`src/hdl/hfcs_pkg.sv`:
```
// Shared constants and types of the hazard-free clock switch
package hfcs_pkg;
    // Input synchroniser depth and start-up settling
    localparam int unsigned SYNC_STAGES = 3;
    localparam logic [1:0] SETTLE_CYCLES = 2'h3;
    // New-clock rising edges that must pass before the output follows it
    localparam logic [1:0] NEW_RISES_NEEDED = 2'h2;
    // Number of clock options on the pins
    localparam int unsigned OPT_COUNT = 4;
    localparam int unsigned OPT_IDX_W = 2;
    // Option indices presented on each input, per value of the pair field
    localparam logic [1:0] PAIR0_A = 2'h0;
    localparam logic [1:0] PAIR0_B = 2'h1;
    localparam logic [1:0] PAIR1_A = 2'h0;
    localparam logic [1:0] PAIR1_B = 2'h2;
    localparam logic [1:0] PAIR2_A = 2'h1;
    localparam logic [1:0] PAIR2_B = 2'h2;
    localparam logic [1:0] PAIR3_A = 2'h2;
    localparam logic [1:0] PAIR3_B = 2'h3;
    // Select bit that names the source at take-over: 0 is input a, 1 is input b; any later select change toggles the source
    localparam int unsigned SEL_SRC_BIT = 0;
    // Reset values
    localparam logic RST_OUT = 1'b0;
    localparam logic RST_SRC = 1'b0;
    localparam logic [1:0] RST_SEL = 2'h0;

    typedef enum logic [1:0] {
        HFCS_SETTLE = 2'b00,
        HFCS_FOLLOW = 2'b01,
        HFCS_FINISH_OLD = 2'b10,
        HFCS_WAIT_NEW = 2'b11
    } hfcs_state_t;

    // The two clocks presented to the switch after pair selection
    typedef struct packed {
        logic clk_a;
        logic clk_b;
    } hfcs_pair_t;
endpackage

```
`src/hdl/hfcs_switch.sv`:
```
// Glitch-free two-source clock switch, oversampled on the system clock
// Behaviour
// - Output passes exactly one of two inputs
// - Pair field picks which two options appear
// - Select value change starts a handover
// - Old clock gives one final complete pulse
// - Output low until new clock's second rise
// - Then output follows new clock continuously
`timescale 1ns/1ps
module hfcs_switch #(
    parameter int unsigned OPT_W = hfcs_pkg::OPT_COUNT
) (
    input wire logic clk_sys_in,
    input wire logic reset_n_in,
    input wire logic [OPT_W-1:0] clock_option_in,
    input wire logic [1:0] source_pair_config_in,
    input wire logic [1:0] source_select_in,
    output logic switched_clock_out,
    output logic busy_out
);
    localparam int unsigned SYNC_W = OPT_W + 2;

    logic [SYNC_W-1:0] sync1_ff;
    logic [SYNC_W-1:0] sync2_ff;
    logic [SYNC_W-1:0] sync3_ff;
    logic [SYNC_W-1:0] filt_ff;
    logic [OPT_W-1:0] opt_filt;
    logic [1:0] sel_filt;
    logic [SYNC_W-1:0] nxt_filt;
    logic [1:0] sel_next;
    hfcs_pkg::hfcs_pair_t pair;
    hfcs_pkg::hfcs_pair_t pair_prev_ff;
    hfcs_pkg::hfcs_state_t state_ff;
    hfcs_pkg::hfcs_state_t nxt_state;
    logic cur_src_ff;
    logic nxt_cur_src;
    logic [1:0] sel_last_ff;
    logic [1:0] settle_cnt_ff;
    logic [1:0] rise_cnt_ff;
    logic old_rise_seen_ff;
    logic switched_clock_ff;
    logic nxt_switched_clock;
    logic old_clk;
    logic old_prev;
    logic new_clk;
    logic new_prev;
    logic old_rise;
    logic old_fall;
    logic new_rise;
    logic request;

    // Select and option pins cross into the system clock: three stages per bit
    always_ff @(posedge clk_sys_in) begin
        if (!reset_n_in) begin
            sync1_ff <= '0;
            sync2_ff <= '0;
            sync3_ff <= '0;
        end else begin
            sync1_ff <= {source_select_in, clock_option_in};
            sync2_ff <= sync1_ff;
            sync3_ff <= sync2_ff;
        end
    end

    // A change counts only once stages two and three agree
    always_comb begin
        nxt_filt = (~(sync2_ff ^ sync3_ff) & sync3_ff) | ((sync2_ff ^ sync3_ff) & filt_ff);
    end

    always_ff @(posedge clk_sys_in) begin
        if (!reset_n_in) begin
            filt_ff <= '0;
        end else begin
            filt_ff <= nxt_filt;
        end
    end

    assign opt_filt = filt_ff[OPT_W-1:0];
    assign sel_filt = filt_ff[SYNC_W-1:OPT_W];
    // Take-over reads the value the filter loads at that same edge,
    // so a select held through reset never looks like a request
    assign sel_next = nxt_filt[SYNC_W-1:OPT_W];

    always_comb begin
        unique case (source_pair_config_in)
            2'h0: pair = '{clk_a: opt_filt[hfcs_pkg::PAIR0_A], clk_b: opt_filt[hfcs_pkg::PAIR0_B]};
            2'h1: pair = '{clk_a: opt_filt[hfcs_pkg::PAIR1_A], clk_b: opt_filt[hfcs_pkg::PAIR1_B]};
            2'h2: pair = '{clk_a: opt_filt[hfcs_pkg::PAIR2_A], clk_b: opt_filt[hfcs_pkg::PAIR2_B]};
            2'h3: pair = '{clk_a: opt_filt[hfcs_pkg::PAIR3_A], clk_b: opt_filt[hfcs_pkg::PAIR3_B]};
        endcase
    end

    always_ff @(posedge clk_sys_in) begin
        if (!reset_n_in) begin
            pair_prev_ff <= '0;
        end else begin
            pair_prev_ff <= pair;
        end
    end

    // Old and new source chosen by one bit
    assign old_clk = cur_src_ff ? pair.clk_b : pair.clk_a;
    assign old_prev = cur_src_ff ? pair_prev_ff.clk_b : pair_prev_ff.clk_a;
    assign new_clk = cur_src_ff ? pair.clk_a : pair.clk_b;
    assign new_prev = cur_src_ff ? pair_prev_ff.clk_a : pair_prev_ff.clk_b;
    assign old_rise = old_clk & ~old_prev;
    assign old_fall = ~old_clk & old_prev;
    assign new_rise = new_clk & ~new_prev;
    // Changes during a handover are compared again back in follow
    // Any change of select value
    assign request = (state_ff == hfcs_pkg::HFCS_FOLLOW) && (sel_filt != sel_last_ff);

    always_comb begin
        nxt_state = state_ff;
        nxt_cur_src = cur_src_ff;
        nxt_switched_clock = hfcs_pkg::RST_OUT;
        unique case (state_ff)
            hfcs_pkg::HFCS_SETTLE: begin
                if (settle_cnt_ff == hfcs_pkg::SETTLE_CYCLES) begin
                    nxt_state = hfcs_pkg::HFCS_FOLLOW;
                    nxt_cur_src = sel_next[hfcs_pkg::SEL_SRC_BIT];
                end
            end
            hfcs_pkg::HFCS_FOLLOW: begin
                nxt_switched_clock = old_clk;
                if (request) begin
                    nxt_state = hfcs_pkg::HFCS_FINISH_OLD;
                end
            end
            hfcs_pkg::HFCS_FINISH_OLD: begin
                // Last full pulse of old clock
                nxt_switched_clock = old_clk;
                if (old_rise_seen_ff && old_fall) begin
                    nxt_state = hfcs_pkg::HFCS_WAIT_NEW;
                    nxt_switched_clock = 1'b0;
                end
            end
            hfcs_pkg::HFCS_WAIT_NEW: begin
                if (new_rise && (rise_cnt_ff == hfcs_pkg::NEW_RISES_NEEDED - 2'h1)) begin
                    nxt_state = hfcs_pkg::HFCS_FOLLOW;
                    nxt_cur_src = ~cur_src_ff;
                    nxt_switched_clock = new_clk;
                end
            end
        endcase
    end

    // Each register of the sequencer has its own process
    always_ff @(posedge clk_sys_in) begin
        if (!reset_n_in) begin
            state_ff <= hfcs_pkg::HFCS_SETTLE;
        end else begin
            state_ff <= nxt_state;
        end
    end

    always_ff @(posedge clk_sys_in) begin
        if (!reset_n_in) begin
            cur_src_ff <= hfcs_pkg::RST_SRC;
        end else begin
            cur_src_ff <= nxt_cur_src;
        end
    end

    // Output is a flop so no pin-to-net path can carry a runt
    always_ff @(posedge clk_sys_in) begin
        if (!reset_n_in) begin
            switched_clock_ff <= hfcs_pkg::RST_OUT;
        end else begin
            switched_clock_ff <= nxt_switched_clock;
        end
    end

    // Settle counter lets the select synchroniser fill before it is trusted
    always_ff @(posedge clk_sys_in) begin
        if (!reset_n_in) begin
            settle_cnt_ff <= '0;
        end else if (state_ff == hfcs_pkg::HFCS_SETTLE && settle_cnt_ff != hfcs_pkg::SETTLE_CYCLES) begin
            settle_cnt_ff <= settle_cnt_ff + 2'h1;
        end
    end

    // Select value remembered at take-over and at each request
    always_ff @(posedge clk_sys_in) begin
        if (!reset_n_in) begin
            sel_last_ff <= hfcs_pkg::RST_SEL;
        end else if (state_ff == hfcs_pkg::HFCS_SETTLE) begin
            sel_last_ff <= sel_next;
        end else if (request) begin
            sel_last_ff <= sel_filt;
        end
    end

    // A pulse already high at the request is not counted as the last one;
    // a rise in the very cycle of the request opens the last pulse
    always_ff @(posedge clk_sys_in) begin
        if (!reset_n_in) begin
            old_rise_seen_ff <= 1'b0;
        end else if (old_rise && (request || state_ff == hfcs_pkg::HFCS_FINISH_OLD)) begin
            old_rise_seen_ff <= 1'b1;
        end else if (state_ff != hfcs_pkg::HFCS_FINISH_OLD) begin
            old_rise_seen_ff <= 1'b0;
        end
    end

    always_ff @(posedge clk_sys_in) begin
        if (!reset_n_in) begin
            rise_cnt_ff <= '0;
        end else if (state_ff != hfcs_pkg::HFCS_WAIT_NEW) begin
            rise_cnt_ff <= '0;
        end else if (new_rise) begin
            rise_cnt_ff <= rise_cnt_ff + 2'h1;
        end
    end

    assign switched_clock_out = switched_clock_ff;
    assign busy_out = (state_ff != hfcs_pkg::HFCS_FOLLOW);
endmodule // hfcs_switch

```
`config.mk`:
```
export PLATFORM = sky130hd
export DESIGN_NAME = hfcs_switch
export DESIGN_NICKNAME = d
export VERILOG_FILES = /design/src/hdl/hfcs_pkg.sv /design/src/hdl/hfcs_switch.sv
export SDC_FILE = /design/constraint.sdc
export NUM_CORES = 1
export LEC_CHECK = 0
export ABC_AREA = 0
export BUFFER_PORTS_ARGS = -buffer_cell sky130_fd_sc_hd__buf_2
export CAP_MARGIN = 25
export CORE_ASPECT_RATIO = 1.75
export CORE_MARGIN = 2
export CORE_UTILIZATION = 57
export DETAILED_ROUTE_END_ITERATION = 12
export HOLD_SLACK_MARGIN = 0.03
export PLACE_DENSITY = 0.78
export SLEW_MARGIN = 40
export SYNTH_ARGS = -nofsm -noshare
export SYNTH_HDL_FRONTEND = slang
export SYNTH_SLANG_ARGS = --single-unit
```
`constraint.sdc`:
```
create_clock -name clk_sys_in -period 1.8 [get_ports clk_sys_in]
set_input_delay 0.27 -clock clk_sys_in [delete_from_list [all_inputs] [get_ports clk_sys_in]]
set_output_delay 0.27 -clock clk_sys_in [all_outputs]
set_load 0.005 [all_outputs]
```
==> impl_metrics.py <==
metrics = {
    "status": {
        "run_status": "completed",
    },
    "critical_path": {
        "reg2reg_to": "state_ff[0]",
        "critPathBufInv": 2,
        "criticalPathCategory": "register to register",
        "slowest_stage": "sky130_fd_sc_hd__dfxtp_1",
        "start_kind": "register",
        "critical_path.max_fanout": 5,
        "reg2reg_slack_ns": 0.15,
        "worstRegToRegCells": 7,
        "worst-path-stages": 7,
        "critical_path_required_ns": 1.98,
        "source_of_the_worst_register_to_register_timing_path": "state_ff[1]",
        "cp.arrival_ns": 1.83,
        "timing.critical_path.cells": "inv_1 > ha_1 > inv_1 > nor2_1 > a21oi_2 > nand4b_1 > mux2i_1",
        "path_delay_family": "flip-flops",
        "cp_slowest_stage_delay_ns": 0.39,
        "worstSetupEndpointType": "register",
        "critPathCapture": "state_ff[0]",
        "timing.critical_path.from": "state_ff[1]",
        "critical_path.most_common_cell": "sky130_fd_sc_hd__inv_1",
    },
    "worst_hold_path": {
        "hp-class": "input pin to register",
    },
    "finish": {
        "final_core_utilization": 0.692,
        "syn_to_layout_area_delta_pct": 14.0,
        "final_layout_size_suffix_gt1_frac": 0.170,
        "antenna_cells": 0,
        "mostFrequentLayoutCell": "sky130_fd_sc_hd__dfxtp_1",
        "layout.nets": 188,
        "layout_common_cells": "sky130_fd_sc_hd__dfxtp_1 (36), sky130_fd_sc_hd__and2_1 (20), sky130_fd_sc_hd__nor2_1 (13)",
    },
    "logic_synthesis": {
        "syn-mean-instance-area_um2": 9.83,
        "synth_top_cells_by_area": "sky130_fd_sc_hd__dfxtp_1 (48%), sky130_fd_sc_hd__and2_1 (8.2%), sky130_fd_sc_hd__ha_1 (6.5%)",
        "synth.distinct_cells": 35,
        "synth.net_count": 174,
        "synth_top_cell_area_share": 0.483,
        "part_of_the_yosys_area_used_for_sequential_elements": 0.483,
        "post_synth_instance_area_mm2": 0.00153,
        "ys_warn_count": 0,
        "ys_ff_latch": 37,
        "yosys.area.top_type": "sky130_fd_sc_hd__dfxtp_1",
        "synth_instances": 156,
    },
    "timing": {
        "post-route-worst-setup-slack_ns": 0.153,
        "min_period_over_period": 0.915,
        "rsz0062_at_grt": "no",
        "maxClockFrequency_mhz": 607,
        "worstMarginPinSlew_ns": 0.383,
        "slew-limit-headroom": 0.744,
        "hold_slack_ns": 0.184,
        "final-max-slew-violation-count": 0,
        "report.final.hold_viol_count": 0,
        "finalCriticalPeriod_ns": 1.65,
        "setup_violations": 0,
        "fin_worst_skew_ns": 0.00675,
        "final.setup.tns_ns": 0,
    },
    "pwr": {
        "power_switching_share": 0.255,
        "switching_power_total_mw": 0.549,
        "power.combinational.fraction": 0.184,
        "power_density_mw_per_mm2": 1230,
        "total_power_mw": 2.16,
        "cellLeakagePower_nw": 0.723,
        "seq_power_share": 0.429,
        "vdd.ir_drop.worst_mv": 0.884,
        "p_int_mw": 1.61,
        "clock_power_share": 0.388,
    },
    "cts": {
        "ctsHoldBuffers": 0,
        "numClockSinks": 37,
        "tritoncts": "yes",
        "cts-root-to-sink-buffers": 2,
        "clock_transition_time_at_the_flip_flop_clock_pins_of_the_worst_setup_and_hold_paths_ns": 0.07,
        "clk_latency_ns": 0.29,
        "h_tree_levels": 2,
        "cts_setup_buffers": 0,
        "tritoncts.num_buffers": 5,
        "ctsRootBufferMaster": "sky130_fd_sc_hd__clkbuf_8",
    },
    "die": {
        "boundaryPins": 12,
        "placeableCoreArea_mm2": 0.00252,
        "start_util": 0.608,
        "die_area_mm2": 0.00314,
        "floorplan.rows": 24,
        "die_width_um": 43.2,
        "die_height_um": 72.6,
    },
    "drt": {
        "route.detailed.vias_per_inst": 5.56,
        "drt-wirelength-per-cell_um": 13.1,
        "route.detailed.drc": 0,
        "final_antenna_net_count": 0,
        "vias_after_detailed_routing": 1095,
        "first_pass_iters": 4,
        "drtIter0Drc": 15,
        "detail_route.wirelength_um": 2580,
    },
    "grt": {
        "grt_pass1_vias": 1088,
        "gr-usage-all-layers": 0.192,
        "antenna_found_initial": 0,
        "grt_max_degree": 20,
        "first_pass_grt_wire_length_um": 4350,
        "grt_overflow": 0,
    },
    "placed_design": {
        "finalWeightedCongestion": 0.869,
        "place_ws_ns": 0.0789,
        "hpwl_reported_at_the_end_of_detailed_placement_um": 1870,
        "port-buffer-count": 11,
    },
    "run": {
        "max_cap_violations": 0,
    },
}
==> per-stage QoR <==
stage,cell area [um2],instances
6_report,1750,197
4_1_cts,1740,197
5_1_grt,1750,197
3_5_place_dp,1610,189
2_1_floorplan,1530,156
3_3_place_gp,1610,189
==> per-layer routing <==
layer  GRT usage  vias to the layer above  wire length, um
met5           0                        -                0
met4       0.182                        0              137
met3      0.0594                       12              103
met2       0.318                       24             1370
met1       0.177                      512              971
li1            -                      547                -
==> logic make-up (layout without fill, tap and decap cells) <==
| kind of cell | Yosys count | after routing | share of synthesized area |
|---|---|---|---|
| simple gates | 53 | 53 | 0.180 |
| flops | 37 | 37 | 0.483 |
| compound gates | 28 | 28 | 0.140 |
| xor+xnor | 5 | 5 | 0.0286 |
| buf+inv | 16 | 31 | 0.0400 |
| fa+ha+maj | 10 | 10 | 0.0784 |
| mux | 7 | 7 | 0.0490 |
==> area by class of cell <==
type                            instances  area, um2
Fill cell                             210        776
Sequential cell                        37        742
Multi-Input combinational cell        103        734
Clock buffer                            5       68.8
Clock inverter                          3       65.1
Timing Repair Buffer                   12       62.6
Inverter                               11       41.3
Tap cell                               26       32.5
==> Yosys cell counts <==
cell type	instances
sky130_fd_sc_hd__mux2_4	1
sky130_fd_sc_hd__o211ai_4	1
sky130_fd_sc_hd__nand2b_1	2
sky130_fd_sc_hd__o211ai_2	1
sky130_fd_sc_hd__o2111ai_1	1
sky130_fd_sc_hd__o22a_4	1
sky130_fd_sc_hd__o211ai_1	1
sky130_fd_sc_hd__nor2_1	13
sky130_fd_sc_hd__a21o_1	1
sky130_fd_sc_hd__a31oi_1	1
sky130_fd_sc_hd__nor3_1	1
sky130_fd_sc_hd__a211oi_1	3
sky130_fd_sc_hd__nand4b_1	1
sky130_fd_sc_hd__a311oi_1	1
sky130_fd_sc_hd__or2_2	2
sky130_fd_sc_hd__buf_2	1
sky130_fd_sc_hd__o221ai_1	2
sky130_fd_sc_hd__o21a_1	1
sky130_fd_sc_hd__and2_1	20
sky130_fd_sc_hd__a21boi_0	1
sky130_fd_sc_hd__xnor2_1	2
sky130_fd_sc_hd__xor2_1	3
sky130_fd_sc_hd__dfxtp_1	37
sky130_fd_sc_hd__nor2b_1	1
sky130_fd_sc_hd__ha_1	8
sky130_fd_sc_hd__inv_1	11
sky130_fd_sc_hd__clkbuf_1	4
sky130_fd_sc_hd__o22a_2	1
sky130_fd_sc_hd__nand3b_1	1
sky130_fd_sc_hd__nand2_1	10
sky130_fd_sc_hd__or3_1	2
sky130_fd_sc_hd__a21oi_1	6
sky130_fd_sc_hd__maj3_1	2
sky130_fd_sc_hd__o21ai_0	6
sky130_fd_sc_hd__mux2i_1	6
==> worst register-to-register path, cell delays in order, from the launching register on <==
cell	delay, ns
sky130_fd_sc_hd__dfxtp_1	0.39
sky130_fd_sc_hd__inv_1	0.12
sky130_fd_sc_hd__ha_1	0.22
sky130_fd_sc_hd__inv_1	0.13
sky130_fd_sc_hd__nor2_1	0.12
sky130_fd_sc_hd__a21oi_2	0.17
sky130_fd_sc_hd__nand4b_1	0.20
sky130_fd_sc_hd__mux2i_1	0.17
==> power by group through the flow <==
stage	Clock (mW)	Combinational, mW	Sequential, mW
after floorplan	0	0.302	0.929
after global placement	0	0.367	0.933
after detailed placement	0	0.383	0.940
after CTS	0.856	0.389	0.921
after global routing	0.890	0.440	0.932
final	0.836	0.396	0.924
==> worst min path at each step <==
stage               slack (ns)  depth (start not counted)           to           startpoint
CTS                       0.18                          2  sync1_ff[0]   clock_option_in[0]
detailed placement        0.42                          1  sync2_ff[2]          sync1_ff[2]
global placement          0.42                          1  sync2_ff[1]          sync1_ff[1]
global route              0.17                          2  sync1_ff[1]   clock_option_in[1]
finish                    0.18                          2  sync1_ff[5]  source_select_in[1]
floorplan                 0.40                          1  sync1_ff[0]   clock_option_in[0]
==> repair_timing <==
action	4_1_cts	5_1_grt
endpoints found under the setup margin	0	3
resized for setup	0	2
endpoints found under the hold margin	0	0
(Power assumes the default switching activity.)
